[src/logic/pel_pkg.sv]
// Package with register map, field layout and carrier types of the peripheral enable lock block.
// ==========================================================================
// Overview of operation
// - Enable bits 31:7 read zero, ignore writes.
// - Bit 6 enables video port two, reset 0.
// - Bit 5 enables video port one, reset 0.
// - Bit 3 enables two-wire controller, reset 0.
// - Bit 2 enables serial port one, resets 1.
// - Bit 1 enables serial port zero, reset 1.
// - Bit 0 selects audio or upper video pins.
// - Lower video pins ignore audio select bit.
// - Exact key write unlocks enable register.
// - Lock read: bit0 status, resets locked.
// - Locked writes leave enable register unchanged.
// - Enable reads ignore lock status.
// - Any enable write relocks the register.
// - Registers sit on configuration bus block.
package pel_pkg;

  // ==========================================================================
  // Address map
  // Base of the 4K configuration block.
  localparam logic [31:0] PEL_BLOCK_BASE = 32'h01b3_f000;
  // Mask that keeps the block number above the 4K window.
  localparam logic [31:0] PEL_BLOCK_MASK = 32'hffff_f000;
  // Full byte address of the peripheral_enable register.
  localparam logic [31:0] PEL_ENABLE_ADDR = 32'h01b3_f000;
  // Full byte address of the enable_lock_key register.
  localparam logic [31:0] PEL_LOCK_ADDR = 32'h01b3_f018;

  // ==========================================================================
  // Field layout and reset values
  localparam int PEL_AUDIO_SEL_BIT = 0;
  localparam int PEL_BSER0_BIT = 1;
  localparam int PEL_BSER1_BIT = 2;
  localparam int PEL_TWOWIRE_BIT = 3;
  localparam int PEL_VP1_BIT = 5;
  localparam int PEL_VP2_BIT = 6;
  localparam int PEL_LOCK_STATUS_BIT = 0;
  // Writable bits of the enable register, bits 4 and 31:7 stay zero.
  localparam logic [31:0] PEL_ENABLE_WMASK = 32'h0000_006f;
  // Reset value: both buffered serial bits set, everything else clear.
  localparam logic [31:0] PEL_ENABLE_RESET = 32'h0000_0006;
  // Key that opens the enable register for one write.
  localparam logic [31:0] PEL_UNLOCK_KEY = 32'h10c0_010c;
  // Reset value of the lock status, locked.
  localparam logic PEL_LOCK_RESET = 1'b1;
  // Least wait after enabling, in CPU cycles, kept for software reference.
  localparam int PEL_POST_ENABLE_WAIT = 128;

  // ==========================================================================
  // Carrier types
  // One access on the configuration bus.
  typedef struct packed {
    logic req;
    logic wr;
    logic [31:0] addr;
    logic [31:0] wdata;
  } pel_bus_req_t;

  // Answer to an access, one cycle after it is taken.
  typedef struct packed {
    logic ack;
    logic err;
    logic [31:0] rdata;
  } pel_bus_rsp_t;

  // Gates and pin selects that follow from the enable register.
  typedef struct packed {
    logic vp2_en;
    logic vp1_en;
    logic twowire_en;
    logic bser1_en;
    logic bser0_en;
    logic audio_en;
    logic vp1_upper_en;
    logic vp1_lower_en;
  } pel_ctrl_t;

endpackage

[src/logic/pel_lock.sv]
// Lock status keeper that opens the enable register for a single write.
`timescale 1ns/1ps
module pel_lock (
  input wire logic clk_i,
  input wire logic nrst_i,
  input wire logic key_wr_i,
  input wire logic [31:0] key_data_i,
  input wire logic enable_wr_i,
  output logic locked_o
);
  import pel_pkg::*;

  // ==========================================================================
  // Lock state
  logic locked_q;
  logic locked_d;

  // Next lock value; an enable write relocks even if a key arrives with it.
  always_comb begin
    locked_d = locked_q;
    if (key_wr_i && (key_data_i == PEL_UNLOCK_KEY)) begin
      locked_d = 1'b0;
    end
    if (enable_wr_i) begin
      locked_d = 1'b1;
    end
  end

  // Register the lock status, locked after reset.
  always_ff @(posedge clk_i or negedge nrst_i) begin
    if (!nrst_i) begin
      locked_q <= PEL_LOCK_RESET;
    end else begin
      locked_q <= locked_d;
    end
  end

  assign locked_o = locked_q;

  // ==========================================================================
  // Checks
  a_key_unlocks: assert property (@(posedge clk_i) disable iff (!nrst_i)
    key_wr_i && key_data_i == PEL_UNLOCK_KEY && !enable_wr_i |=> !locked_q)
    else $error("Key write did not unlock");
  a_bad_key_keeps: assert property (@(posedge clk_i) disable iff (!nrst_i)
    key_wr_i && key_data_i != PEL_UNLOCK_KEY && !enable_wr_i |=> locked_q == $past(locked_q))
    else $error("Wrong key changed lock status");
  a_write_relocks: assert property (@(posedge clk_i) disable iff (!nrst_i)
    enable_wr_i |=> locked_q)
    else $error("Enable write did not relock");
  c_unlock: cover property (@(posedge clk_i) disable iff (!nrst_i) $fell(locked_q));

endmodule

[src/logic/pel_top.sv]
// Peripheral enable register with key lock on the configuration bus.
`timescale 1ns/1ps
module pel_top (
  // Clock and asynchronous active-low reset.
  input wire logic clk_i,
  input wire logic nrst_i,
  // Configuration bus request and its registered answer.
  input pel_pkg::pel_bus_req_t bus_req_i,
  output pel_pkg::pel_bus_rsp_t bus_rsp_o,
  // Peripheral gates and pin selects.
  output pel_pkg::pel_ctrl_t ctrl_o
);
  import pel_pkg::*;

  // ==========================================================================
  // Address decode
  // Decode results are plain combinational views of the request in the
  // current cycle; nothing here is registered, so a request is taken on the
  // very edge at which it is presented.
  // Address lies inside the 4K configuration block.
  logic in_block;
  // Address is exactly the peripheral_enable word.
  logic hit_enable;
  // Address is exactly the enable_lock_key word.
  logic hit_lock;
  // Write strobe for the peripheral_enable register.
  logic enable_wr;
  // Write strobe for the enable_lock_key register.
  logic key_wr;
  // Current lock status from the lock keeper, high while locked.
  logic locked;

  // Full-word compares are used on purpose: there are no byte enables, so a
  // sub-word address inside a register is treated as an unmapped word.
  // configuration block decode
  always_comb begin
    in_block = (bus_req_i.addr & PEL_BLOCK_MASK) == PEL_BLOCK_BASE;
    hit_enable = bus_req_i.addr == PEL_ENABLE_ADDR;
    hit_lock = bus_req_i.addr == PEL_LOCK_ADDR;
    enable_wr = bus_req_i.req && bus_req_i.wr && hit_enable;
    key_wr = bus_req_i.req && bus_req_i.wr && hit_lock;
  end

  // The lock keeper sees the same cycle's writes.
  // It is a module of its own so that the key compare and its checks stay in one small place.
  pel_lock u_lock (
    .clk_i(clk_i),
    .nrst_i(nrst_i),
    .key_wr_i(key_wr),
    .key_data_i(bus_req_i.wdata),
    .enable_wr_i(enable_wr),
    .locked_o(locked)
  );

  // ==========================================================================
  // Enable register
  // Stored peripheral_enable value, reserved bits always zero.
  logic [31:0] enable_q;
  // Value that the next edge will store.
  logic [31:0] enable_d;

  // Next enable value; the lock is sampled before this write relocks it.
  always_comb begin
    enable_d = enable_q;
    if (enable_wr && !locked) begin
      // reserved bits stay zero
      // Bit 2 stays writable so that software can clear it after reset.
      enable_d = bus_req_i.wdata & PEL_ENABLE_WMASK;
    end
  end

  always_ff @(posedge clk_i or negedge nrst_i) begin
    if (!nrst_i) begin
      enable_q <= PEL_ENABLE_RESET;
    end else begin
      enable_q <= enable_d;
    end
  end

  // ==========================================================================
  // Read answer
  // Registered answer driven onto the bus.
  pel_bus_rsp_t rsp_q;
  // Answer that the next edge will register.
  pel_bus_rsp_t rsp_d;

  // Every access gets an ack next cycle; addresses outside the two registers
  // read zero, and those outside the block also flag an error.
  // Empty words in the block answer zero, so software probing it never stalls.
  always_comb begin
    rsp_d = '0;
    rsp_d.ack = bus_req_i.req;
    rsp_d.err = bus_req_i.req && !in_block;
    if (bus_req_i.req && !bus_req_i.wr) begin
      if (hit_enable) begin
        rsp_d.rdata = enable_q;
      end else if (hit_lock) begin
        // lock status readback
        // The other 31 bits keep the zero from the default above.
        rsp_d.rdata[PEL_LOCK_STATUS_BIT] = locked;
      end
    end
  end

  // Register the answer; it stands for exactly one cycle after the taking edge,
  // which keeps the bus free of any stall logic.
  always_ff @(posedge clk_i or negedge nrst_i) begin
    if (!nrst_i) begin
      rsp_q <= '0;
    end else begin
      rsp_q <= rsp_d;
    end
  end

  // ==========================================================================
  // Peripheral gates and pin selects
  // Registered gates and pin selects.
  pel_ctrl_t ctrl_q;
  // Gates that the next edge will register.
  pel_ctrl_t ctrl_d;

  // Gates follow the register; software keeps the 128-cycle wait itself,
  // so there is no delay here and no guard against early access.
  // Taking the gates from the next value keeps them in step with the register;
  // gates taken from enable_q would lag it by one cycle.
  always_comb begin
    ctrl_d.vp2_en = enable_d[PEL_VP2_BIT];
    ctrl_d.vp1_en = enable_d[PEL_VP1_BIT];
    ctrl_d.twowire_en = enable_d[PEL_TWOWIRE_BIT];
    ctrl_d.bser1_en = enable_d[PEL_BSER1_BIT];
    ctrl_d.bser0_en = enable_d[PEL_BSER0_BIT];
    ctrl_d.audio_en = enable_d[PEL_AUDIO_SEL_BIT];
    ctrl_d.vp1_upper_en = !enable_d[PEL_AUDIO_SEL_BIT];
    ctrl_d.vp1_lower_en = enable_d[PEL_VP1_BIT] && !enable_d[PEL_BSER1_BIT];
  end

  // Register the gates. The reset values repeat those of the enable register,
  // so that the gates agree with the register from the first cycle on and no
  // peripheral sees a short power-up glitch at reset release.
  always_ff @(posedge clk_i or negedge nrst_i) begin
    if (!nrst_i) begin
      ctrl_q <= '0;
      ctrl_q.bser1_en <= PEL_ENABLE_RESET[PEL_BSER1_BIT];
      ctrl_q.bser0_en <= PEL_ENABLE_RESET[PEL_BSER0_BIT];
      ctrl_q.vp1_upper_en <= !PEL_ENABLE_RESET[PEL_AUDIO_SEL_BIT];
    end else begin
      ctrl_q <= ctrl_d;
    end
  end

  // Both outputs come straight from flip-flops.
  assign bus_rsp_o = rsp_q;
  assign ctrl_o = ctrl_q;

  // ==========================================================================
  // Checks
  // All checks sleep while reset is low; the reset checks below look at the
  // first edge after release instead.
  a_reserved_zero: assert property (@(posedge clk_i) disable iff (!nrst_i)
    enable_q[31:7] == 25'h0 && !enable_q[4])
    else $error("Reserved enable bits not zero");
  a_locked_holds: assert property (@(posedge clk_i) disable iff (!nrst_i)
    enable_wr && locked |=> $stable(enable_q))
    else $error("Locked write changed enable register");
  a_unlocked_takes: assert property (@(posedge clk_i) disable iff (!nrst_i)
    enable_wr && !locked |=> enable_q == ($past(bus_req_i.wdata) & PEL_ENABLE_WMASK))
    else $error("Unlocked write not stored");
  a_enable_read: assert property (@(posedge clk_i) disable iff (!nrst_i)
    bus_req_i.req && !bus_req_i.wr && hit_enable |=> bus_rsp_o.ack && bus_rsp_o.rdata == $past(enable_q))
    else $error("Enable read wrong");
  a_lock_read: assert property (@(posedge clk_i) disable iff (!nrst_i)
    bus_req_i.req && !bus_req_i.wr && hit_lock |=> bus_rsp_o.rdata == {31'h0, $past(locked)})
    else $error("Lock read wrong");
  a_lower_pins: assert property (@(posedge clk_i) disable iff (!nrst_i)
    ctrl_o.vp1_lower_en == (enable_q[PEL_VP1_BIT] && !enable_q[PEL_BSER1_BIT]))
    else $error("Lower pin select wrong");
  a_gates_follow: assert property (@(posedge clk_i) disable iff (!nrst_i)
    ctrl_o.vp2_en == enable_q[PEL_VP2_BIT] && ctrl_o.audio_en == enable_q[PEL_AUDIO_SEL_BIT]
    && ctrl_o.vp1_upper_en != enable_q[PEL_AUDIO_SEL_BIT])
    else $error("Gates do not follow register");
  // Bus answer: one ack per taken request, errors only outside the block.
  a_ack_pulse: assert property (@(posedge clk_i) disable iff (!nrst_i)
    bus_rsp_o.ack == $past(bus_req_i.req))
    else $error("Ack does not follow request");
  a_err_outside: assert property (@(posedge clk_i) disable iff (!nrst_i)
    bus_req_i.req |=> bus_rsp_o.err == !$past(in_block))
    else $error("Error flag wrong");
  a_write_zero: assert property (@(posedge clk_i) disable iff (!nrst_i)
    bus_req_i.req && bus_req_i.wr |=> bus_rsp_o.rdata == 32'h0000_0000)
    else $error("Write answer carries data");
  // Reset values, seen at the first edge after reset is released.
  a_reset_enable: assert property (@(posedge clk_i) disable iff (!nrst_i)
    $rose(nrst_i) |-> enable_q == PEL_ENABLE_RESET)
    else $error("Enable register reset value wrong");
  a_reset_locked: assert property (@(posedge clk_i) disable iff (!nrst_i)
    $rose(nrst_i) |-> locked)
    else $error("Lock status not locked after reset");
  a_reset_gates: assert property (@(posedge clk_i) disable iff (!nrst_i)
    $rose(nrst_i) |-> ctrl_o.bser1_en && ctrl_o.bser0_en && ctrl_o.vp1_upper_en
    && !ctrl_o.vp2_en && !ctrl_o.vp1_en && !ctrl_o.twowire_en && !ctrl_o.audio_en && !ctrl_o.vp1_lower_en)
    else $error("Gates wrong after reset");
  // Gates not watched above, and their stability between effective writes.
  a_port_gates: assert property (@(posedge clk_i) disable iff (!nrst_i)
    ctrl_o.vp1_en == enable_q[PEL_VP1_BIT] && ctrl_o.twowire_en == enable_q[PEL_TWOWIRE_BIT])
    else $error("Port gates do not follow register");
  a_serial_gates: assert property (@(posedge clk_i) disable iff (!nrst_i)
    ctrl_o.bser1_en == enable_q[PEL_BSER1_BIT] && ctrl_o.bser0_en == enable_q[PEL_BSER0_BIT])
    else $error("Serial gates do not follow register");
  a_gates_hold: assert property (@(posedge clk_i) disable iff (!nrst_i)
    !(enable_wr && !locked) |=> $stable(ctrl_o))
    else $error("Gates changed without a write");
  // Scenarios worth seeing in a run.
  c_vp1_on: cover property (@(posedge clk_i) disable iff (!nrst_i) $rose(ctrl_o.vp1_en));
  c_locked_write: cover property (@(posedge clk_i) disable iff (!nrst_i) enable_wr && locked);
  c_bser1_off: cover property (@(posedge clk_i) disable iff (!nrst_i) $fell(ctrl_o.bser1_en));
  c_bad_key: cover property (@(posedge clk_i) disable iff (!nrst_i) key_wr && bus_req_i.wdata != PEL_UNLOCK_KEY);

endmodule

[config.mk]
export PLATFORM = sky130hd
export DESIGN_NAME = pel_top
export DESIGN_NICKNAME = d
export VERILOG_FILES = /design/src/logic/pel_pkg.sv /design/src/logic/pel_lock.sv /design/src/logic/pel_top.sv
export SDC_FILE = /design/constraint.sdc
export NUM_CORES = 1
export LEC_CHECK = 0
export BUFFER_PORTS_ARGS = -buffer_cell sky130_fd_sc_hd__buf_2
export CAP_MARGIN = 0
export CORE_ASPECT_RATIO = 0.75
export CORE_MARGIN = 10
export CORE_UTILIZATION = 39
export CTS_BUF_LIST = sky130_fd_sc_hd__clkbuf_8
export CTS_CLUSTER_DIAMETER = 60
export DETAILED_ROUTE_END_ITERATION = 16
export PLACE_DENSITY = 0.88
export SLEW_MARGIN = 40
export SYNTH_ARGS = -nofsm -noshare
export SYNTH_HDL_FRONTEND = slang
export SYNTH_SLANG_ARGS = --single-unit
export TNS_END_PERCENT = 50
[constraint.sdc]
create_clock -name clk_i -period 3.97 [get_ports clk_i]
set_input_delay 0.1985 -clock clk_i [delete_from_list [all_inputs] [get_ports clk_i]]
set_output_delay 0.1985 -clock clk_i [all_outputs]
set_load 0.02 [all_outputs]
==> results of run 1 <==
layout make-up:
| cell class | instances | area [µm²] | area share [%] |
|---|---|---|---|
| multi-input cells | 79 | 538 | 36.3 |
| flip-flops and latches | 17 | 430 | 29.0 |
| repair buffers | 84 | 425 | 28.7 |
| well taps | 36 | 45.0 | 3.04 |
| clock buffers | 3 | 41.3 | 2.78 |
| clock inverters | 1 | 3.75 | 0.253 |
worst paths after layout:
path | from | to | slack [ps] | cells after the start
max in group asynchronous | nrst_i | enable_q[1] | 3270 | 2
hold reg to reg | register | ctrl_o[1] | 490 | 1
min in group asynchronous | nrst_i | bus_rsp_o[32] | 390 | 2
setup / recovery | u_lock.locked_o | enable_q[3] | 2200 | 3
setup reg to reg | u_lock.locked_o | enable_q[3] | 2200 | 3
hold / removal | bus_req_i[65] | bus_rsp_o[33] | 80 | 1
cell usage after synthesis, types with 4 or more instances:
master / instances / area [µm²]
nor4_1: 5 / 31.3
and2_1: 5 / 31.3
dfrtp_1: 13 / 325
buf_4: 26 / 195
nand4_1: 4 / 25.0
mux2_2: 6 / 67.6
nor4b_1: 6 / 52.6
dfstp_2: 4 / 105
repair_timing:
| action | in CTS | in global routing |
|---|---|---|
| hold endpoints to repair | 13 | 0 |
| endpoints found under the setup margin | 0 | 0 |
| hold buffers | 1 | 0 |
| resized for setup | 0 | 0 |
| setup buffers | 0 | 0 |
routing by layer:
metal  up-vias  global-route usage, %  part of all wire (%)
met4         0                   2.63                  0.15
met3         2                   4.62                    12
li1        482                      -                     -
met5         -                      0                     0
met1       452                   13.5                    39
met2        72                   19.9                    48
through the flow:
stage / area, µm² / instances
floorplan: 1160 / 122
global placement: 1430 / 215
detailed placement: 1430 / 215
CTS: 1480 / 220
global route: 1480 / 220
finish: 1480 / 220
kinds of logic after synthesis:
| kind of cell | synth area share, % |
|---|---|
| AOI/OAI and AO/OA | 2.46 |
| buffers and inverters | 18.2 |
| DFF | 40.2 |
| muxes | 8.19 |
| other | 0.351 |
| and+or+nand+nor | 30.5 |
where the power goes:
part	switching, µW	internal (µW)	leakage [µW]
Combinational	44.5	30.5	0.000561
Clock	51.3	68.3	0.0000269
Sequential	0.174	175	0.000219
sequential cells by signal, summed over array words and instances, names as in the netlist, named ones only:
register	count
u_lock.locked_o	1
ctrl_o	2
bus_rsp_o	8
enable_q	5
==> results.sh, run 1 <==
export IMPL_synthArstFlopShare_pct=100
export IMPL_fin_hold_ws_ps=83.0
export IMPL_synth_cells=97
export IMPL_fin_crit_sh_pct=44.7
export IMPL_outcome="finished, final reports clean"
export IMPL_worst_clock_skew_ps=2.18
export IMPL_core_area_um2=2620
export IMPL_syn2layout_area_growth_pct=38.7
export IMPL_rsz0062_at_grt="no"
export IMPL_htree_levels=1
export IMPL_vias=1008
export IMPL_layout_cells_most_common="buf_2"
export IMPL_cap_viol_max_count=0
export IMPL_port_buffers=83
export IMPL_layout_common_cells="83 x buf_2, 26 x conb_1, 13 x dfrtp_1, 6 x mux2_2, 6 x nor4b_1"
export IMPL_ant_nets=0
export IMPL_cpPeakStageDelay_ps=580
export IMPL_die_h_um=65.4
export IMPL_initial_utilization_pct=40.8
export IMPL_vias_per_cell=4.58
export IMPL_wirelength_um=3390
export IMPL_routedWlPerCell_um=15.4
export IMPL_grt_pass1_vias=1097
export IMPL_grt_overflow_total=0
export IMPL_endpoint_kind="register"
export IMPL_grt_start_max_net_pins=18
export IMPL_critPathArrivalTime_ps=1900
export IMPL_tightest_slew_ps=608
export IMPL_critical_path_top_delay_family="simple AND/OR/NAND/NOR gates"
export IMPL_crit_required_ps=4100
export IMPL_antenna_found_initial=0
export IMPL_ys_warn_count=0
export IMPL_drt_iter0_drc=54
export IMPL_irDropWorstVdd_v=0.000112
export IMPL_min_delay_path_class="input pin to register"
export IMPL_diodes=0
export IMPL_final_nets=253
export IMPL_row_count=16
export IMPL_cts_tree="built"
export IMPL_final_setup_worst_slack_ps=2200
export IMPL_root_buffer="clkbuf_8"
export IMPL_place_hpwl_um=3020
export IMPL_cp_cell_sequence="or2_2, nor4_4, mux2_2"
export IMPL_die_area_um2=5260
export IMPL_die_w_um=80.5
export IMPL_power_uw=369
export IMPL_clk_pin_slew_ps=60
export IMPL_worstSetupPathType="register to register"
export IMPL_drive_above_1_share_pct=55.4
export IMPL_num_fill_cells=232
export IMPL_start_kind="register"
export IMPL_grtUsageTotal_pct=11.7
export IMPL_syn_area_um2=1070
export IMPL_power_density_nw_per_um2=249
export IMPL_synth_seq_cells=17
export IMPL_crit_fanout=8
export IMPL_drv_slew=0
export IMPL_grt_pass1_wl_um=5000
export IMPL_drcViolationCount=0
export IMPL_critPathBufInv=0
export IMPL_synth_main_ff_cell="dfrtp_1"
export IMPL_place_congestion=0.817
export IMPL_report_final_setup_viol=0
export IMPL_firstDrtPassIters=4
export IMPL_clock_sinks=17
export IMPL_synth_edf_count=0
export IMPL_slew_headroom_pct=59.2
export IMPL_clk_path_buf_depth=2
export IMPL_hold_viol_final=0
export IMPL_min_period_ps=1770
export IMPL_max_clock_freq_ghz=0.564
export IMPL_numCtsBuffers=3
export IMPL_ys_seq_area_share_pct=40.2
export IMPL_clock_latency_ps=240
export IMPL_dp_slack_ps=2010
export IMPL_synth_avg_cell_area_um2=11.0
export IMPL_pin_count=110
export IMPL_tns_ps=0
export IMPL_final_core_utilization_pct=56.6
export IMPL_yosysUniqueCellTypes=29
export IMPL_power_leakage_uw=0.000807
export IMPL_cp_slowest_cell="nor4_4"
(Power assumes the default switching activity.)
==> run 2: changes to the inputs <==
- ABC_AREA: unset -> 1
- CORE_UTILIZATION: 39 -> 34
- PLACE_DENSITY: 0.88 -> 0.78
- clock period: 3.97 -> 1.58 ns (I/O delays scaled with it)
==> results.sh, run 2 <==
export IMPL_outcome="finished, final reports clean"
export IMPL_root_buffer="clkbuf_8"
export IMPL_die_w_um=88.6
export IMPL_wirelength_um=3580
export IMPL_clk_path_buf_depth=2
export IMPL_min_from="bus_req_i[0]"
export IMPL_ys_top_cells_by_area="dfrtp_1 27%, buf_4 16%, nand2_1 11%"
export IMPL_die_area_um2=6320
export IMPL_ys_warn_count=0
export IMPL_synth_edf_count=0
export IMPL_final_nets=329
export IMPL_cpPeakStageDelay_ps=550
export IMPL_power_frac_clock_pct=31.8
export IMPL_grt_pass1_wl_um=5800
export IMPL_synth_top_cell_area_share_pct=27.1
export IMPL_irDropWorstVdd_v=0.000253
export IMPL_seq_power_share_pct=46.3
export IMPL_grt_pass1_vias=1356
export IMPL_final_core_utilization_pct=48.8
export IMPL_drive_above_1_share_pct=39.6
export IMPL_ys_top_cells_by_count="35 x nand2_1, 34 x nor2_1, 26 x buf_4, 22 x inv_1, 13 x dfrtp_1"
export IMPL_clk_pin_slew_ps=60
export IMPL_vias=1213
export IMPL_port_buffers=83
export IMPL_endpoint_kind="register"
export IMPL_place_hpwl_um=3320
export IMPL_tns_ps=0
export IMPL_diodes=0
export IMPL_pin_count=110
export IMPL_clock_latency_ps=240
export IMPL_htree_levels=1
export IMPL_grt_overflow_total=0
export IMPL_swShare_pct=27.1
export IMPL_firstDrtPassIters=4
export IMPL_p_int_uw=690
export IMPL_hold_viol_final=0
export IMPL_min_delay_path_class="input pin to register"
export IMPL_antenna_found_initial=0
export IMPL_initial_utilization_pct=36.0
export IMPL_rr_startpoint="u_lock.locked_o"
export IMPL_place_congestion=0.805
export IMPL_routedWlPerCell_um=11.9
export IMPL_p_comb_share_pct=21.8
export IMPL_reg2reg_to="enable_q[1]"
export IMPL_numCtsBuffers=3
export IMPL_worst_clock_skew_ps=4.85
export IMPL_row_count=18
export IMPL_drt_iter0_drc=37
export IMPL_yosysUniqueCellTypes=23
export IMPL_syn2layout_area_growth_pct=35.8
export IMPL_max_clock_freq_ghz=0.851
export IMPL_drv_slew=0
export IMPL_synth_seq_cells=17
export IMPL_grtUsageTotal_pct=11.1
export IMPL_ys_seq_area_share_pct=35.9
export IMPL_drcViolationCount=0
export IMPL_crit_required_ps=1740
export IMPL_yosysMostFrequentCell="nand2_1"
export IMPL_power_leakage_uw=0.000925
export IMPL_reg2reg_depth=4
export IMPL_largest_register_ffs=8
export IMPL_synthArstFlopShare_pct=100
export IMPL_cts_resized=0
export IMPL_ant_nets=0
export IMPL_critPathArrivalTime_ps=1330
export IMPL_cap_viol_max_count=0
export IMPL_power_density_nw_per_um2=582
export IMPL_layout_common_cells="83 x buf_2, 35 x nand2_1, 34 x nor2_1, 26 x conb_1, 23 x inv_1"
export IMPL_cts_tree="built"
export IMPL_die_h_um=71.4
export IMPL_design_area_um2=1630
export IMPL_cp_cell_sequence="dlygate4sd3_1, buf_2, nand2_1, inv_1, nand3_4, clkinv_2, o21ai_0"
export IMPL_final_setup_worst_slack_ps=405
export IMPL_syn_area_um2=1200
export IMPL_reg2reg_slack_ps=460
export IMPL_cp_slowest_cell="dlygate4sd3_1"
export IMPL_postCtsSetupBuffers=0
export IMPL_crit_fanout=6
export IMPL_power_uw=947
export IMPL_synth_top_area_cell="dfrtp_1"
export IMPL_rsz0062_at_grt="no"
export IMPL_worstHoldPathCells=2
export IMPL_hold_end="ctrl_o[1]"
export IMPL_dp_slack_ps=382
export IMPL_layout_cells_most_common="buf_2"
export IMPL_synth_main_ff_cell="dfrtp_1"
export IMPL_synth_cells=172
export IMPL_clock_sinks=17
export IMPL_report_final_setup_viol=0
export IMPL_synth_avg_cell_area_um2=6.97
export IMPL_grt_start_max_net_pins=18
export IMPL_p_sw_uw=257
export IMPL_postPlaceCellArea_um2=1560
export IMPL_vias_per_cell=4.04
export IMPL_min_period_ps=1180
export IMPL_worstSetupPathType="input pin to register"
export IMPL_core_area_um2=3330
export IMPL_fin_crit_sh_pct=74.4
export IMPL_start_kind="input pin"
run 2: cell families after synthesis:
group                  share of synthesized area (%)
AOI/OAI and AO/OA                               3.44
buffers and inverters                           24.2
DFF                                             35.9
other                                          0.313
and+or+nand+nor                                 36.1
run 2: worst max-delay path: cells and delay by family:
family,cells,cell delay (ps)
simple gates,2,180
buf+inv,4,880
compound gates,1,180
run 2: how the worst max path moves through the flow:
stage | start | endpoint | slack [ps] | cells after the start
2_1_floorplan | u_lock.locked_o | enable_q[3] | 570 | 5
3_3_place_gp | bus_req_i[63] | register | 430 | 9
3_5_place_dp | bus_req_i[63] | enable_q[1] | 380 | 10
4_1_cts | bus_req_i[65] | enable_q[1] | 390 | 7
5_1_grt | bus_req_i[65] | enable_q[1] | 290 | 7
6_report | bus_req_i[65] | enable_q[1] | 400 | 7
run 2: layout make-up:
type	instances	area, µm²
Clock buffer	3	41.3
Sequential cell	17	430
Timing Repair Buffer	85	435
Fill cell	344	1710
Tap cell	40	50.0
Multi-Input combinational cell	129	572
Inverter	25	95.1
Clock inverter	1	3.75
run 2: per-layer routing:
| layer | vias up | global-route usage [%] | routed length, µm |
|---|---|---|---|
| li1 | 646 | - | - |
| met1 | 511 | 11.9 | 1370 |
| met2 | 54 | 20.8 | 1880 |
| met3 | 2 | 3.05 | 290 |
| met4 | 0 | 2.68 | 35 |
| met5 | - | 0 | 0 |
run 2: stage by stage:
step	hold WS [ps]	instances
after global placement	6.54	294
after detailed placement	12.4	294
final	9.95	300
after global routing	15.1	300
after CTS	9.32	300
after floorplan	-217	197
run 2: repair_timing:
action,in CTS,in global routing
endpoints found under the hold margin,14,0
setup endpoints to repair,0,0
hold buffers,2,0
run 2: power groups by stage:
| stage | Sequential (µW) | Combinational, µW | Clock, µW |
|---|---|---|---|
| after CTS | 439 | 205 | 306 |
| after global routing | 439 | 234 | 332 |
| after floorplan | 450 | 142 | 0 |
| after global placement | 446 | 197 | 0 |
| after detailed placement | 447 | 201 | 0 |
| final | 439 | 207 | 302 |
==> run 3: changes to the inputs <==
- ABC_AREA: 1 -> 0
- CORE_UTILIZATION: 34 -> 33
- PLACE_DENSITY: 0.78 -> 0.79
- clock period: 1.58 -> 1.05 ns (I/O delays scaled with it)
==> results.sh, run 3 (synthesis results as in run 1) <==
export IMPL_drv_slew=0
export IMPL_worstSetupPathType="register to register"
export IMPL_power_density_nw_per_um2=868
export IMPL_rr_startpoint="u_lock.locked_o"
export IMPL_pin_count=110
export IMPL_routedWlPerCell_um=16.1
export IMPL_crit_fanout=8
export IMPL_violations="setup timing"
export IMPL_max_clock_freq_ghz=0.678
export IMPL_worst_clock_skew_ps=7.95
export IMPL_hold_end="bus_rsp_o[33]"
export IMPL_grt_start_max_net_pins=18
export IMPL_critPathArrivalTime_ps=1610
export IMPL_seq_power_share_pct=45.2
export IMPL_vias=1083
export IMPL_htree_levels=1
export IMPL_p_comb_share_pct=22.2
export IMPL_crit_required_ps=1180
export IMPL_firstDrtPassIters=4
export IMPL_reg2reg_slack_ps=-430
export IMPL_layout_common_cells="82 x buf_2, 26 x conb_1, 17 x buf_4, 13 x dfrtp_1, 6 x nor4b_1"
export IMPL_cts_tree="built"
export IMPL_critical_path_top_delay_family="simple AND/OR/NAND/NOR gates"
export IMPL_start_kind="register"
export IMPL_core_area_um2=3020
export IMPL_wirelength_um=3860
export IMPL_clk_pin_slew_ps=70
export IMPL_cpPeakStageDelay_ps=370
export IMPL_p_int_uw=1060
export IMPL_hold_viol_final=0
export IMPL_final_core_utilization_pct=55.8
export IMPL_clk_path_buf_depth=2
export IMPL_rsz0062_at_grt="yes"
export IMPL_min_delay_path_class="input pin to register"
export IMPL_outcome="finished, violations left"
export IMPL_die_w_um=85.7
export IMPL_initial_utilization_pct=35.4
export IMPL_antenna_found_initial=0
export IMPL_min_from="bus_req_i[65]"
export IMPL_grtUsageTotal_pct=11.8
export IMPL_power_uw=1460
export IMPL_largest_register_ffs=8
export IMPL_ant_nets=0
export IMPL_reg2reg_to="enable_q[5]"
export IMPL_vias_per_cell=4.51
export IMPL_final_cells=240
export IMPL_drcViolationCount=0
export IMPL_cap_viol_max_count=0
export IMPL_critPathBufInv=1
export IMPL_min_period_ps=1480
export IMPL_place_congestion=0.783
export IMPL_root_buffer="clkbuf_8"
export IMPL_report_final_setup_viol=15
export IMPL_final_nets=271
export IMPL_swShare_pct=27.4
export IMPL_p_sw_uw=400
export IMPL_diodes=0
export IMPL_drive_above_1_share_pct=62.4
export IMPL_cp_cell_sequence="or2_4, nor4_4, buf_6, mux2_2"
export IMPL_fin_hold_ws_ps=10.0
export IMPL_port_buffers=83
export IMPL_reg2reg_depth=4
export IMPL_fin_crit_sh_pct=141
export IMPL_grt_overflow_total=0
export IMPL_die_h_um=69.3
export IMPL_cp_slowest_cell="dfstp_2"
export IMPL_dp_cells=233
export IMPL_clock_latency_ps=250
export IMPL_power_frac_clock_pct=32.6
export IMPL_place_hpwl_um=3290
export IMPL_row_count=17
export IMPL_drt_iter0_drc=53
export IMPL_layout_cells_most_common="buf_2"
export IMPL_irDropWorstVdd_v=0.000405
export IMPL_grt_pass1_vias=1152
export IMPL_syn2layout_area_growth_pct=57.4
export IMPL_worstHoldPathCells=2
export IMPL_numCtsBuffers=3
export IMPL_power_leakage_uw=0.000904
export IMPL_final_setup_worst_slack_ps=-426
export IMPL_die_area_um2=5940
export IMPL_clock_sinks=17
export IMPL_grt_pass1_wl_um=5770
export IMPL_endpoint_kind="register"
[run 3: cell types whose count changed in the layout (fill, tap and decap cells not counted), moves of 3 or more]
cell | previous run | this run
mux2_2 | 0 | 5
inv_1 | 23 | 1
nand2_1 | 35 | 1
nor2_1 | 34 | 0
nor3_1 | 7 | 1
nor4b_1 | 0 | 6
o21ai_0 | 4 | 1
buf_4 | 0 | 17
nor2_2 | 3 | 0
nand2_2 | 4 | 0
nor4_2 | 0 | 3
and2_1 | 0 | 5
[run 3: worst max-delay path by stage]
| stage | from | endpoint | slack [ps] | cells after the start |
|---|---|---|---|---|
| final | u_lock.locked_o | enable_q[5] | -430 | 4 |
| after global routing | u_lock.locked_o | enable_q[6] | -470 | 4 |
| after CTS | u_lock.locked_o | enable_q[5] | -420 | 4 |
| after detailed placement | bus_req_i[58] | enable_q[5] | -550 | 6 |
| after global placement | bus_req_i[58] | register | -500 | 6 |
| after floorplan | u_lock.locked_o | register | -530 | 3 |
[run 3: worst register-to-register path, cell delays in order, from the launching register on]
cell	delay, ps
dfstp_2	370
or2_4	230
nor4_4	260
buf_6	170
mux2_2	330
[run 3: final cells by class]
cell class / count / area [µm²]
sequential: 17 / 430
clock inverter: 1 / 3.75
timing repair buffer: 102 / 569
fill: 272 / 1340
clock buffer: 3 / 41.3
multi-input combinational: 79 / 592
tap: 38 / 47.5
[run 3: repair_timing]
item / 4_1_cts / 5_1_grt
setup endpoints to repair: 14 / 16
gates resized for setup: 7 / 3
pin swaps: 0 / 0
endpoints found under the hold margin: 14 / 0
buffers inserted: 1 / 0
hold buffers: 2 / 0
[run 3: per-stage QoR]
step	area [µm²]	setup slack, ps	setup TNS (ps)
global route	1680	-473	-4640
finish	1680	-426	-3860
detailed placement	1560	-549	-6370
floorplan	1170	-531	-3820
CTS	1670	-420	-3400
global placement	1560	-500	-5840
[run 3: routing by layer]
metal / share of wire, % / routed length (µm) / GRT usage [%]
met4: 1.0 / 40 / 3.08
met3: 6.4 / 245 / 3.86
met1: 42 / 1620 / 14.4
met5: 0 / 0 / 0
met2: 51 / 1950 / 19.3
[run 3: power groups by stage]
stage	Sequential (µW)	Clock, µW	Combinational [µW]
final	660	477	324
after floorplan	678	0	191
after global placement	672	0	294
after CTS	660	484	317
after global routing	660	523	351
after detailed placement	672	0	299
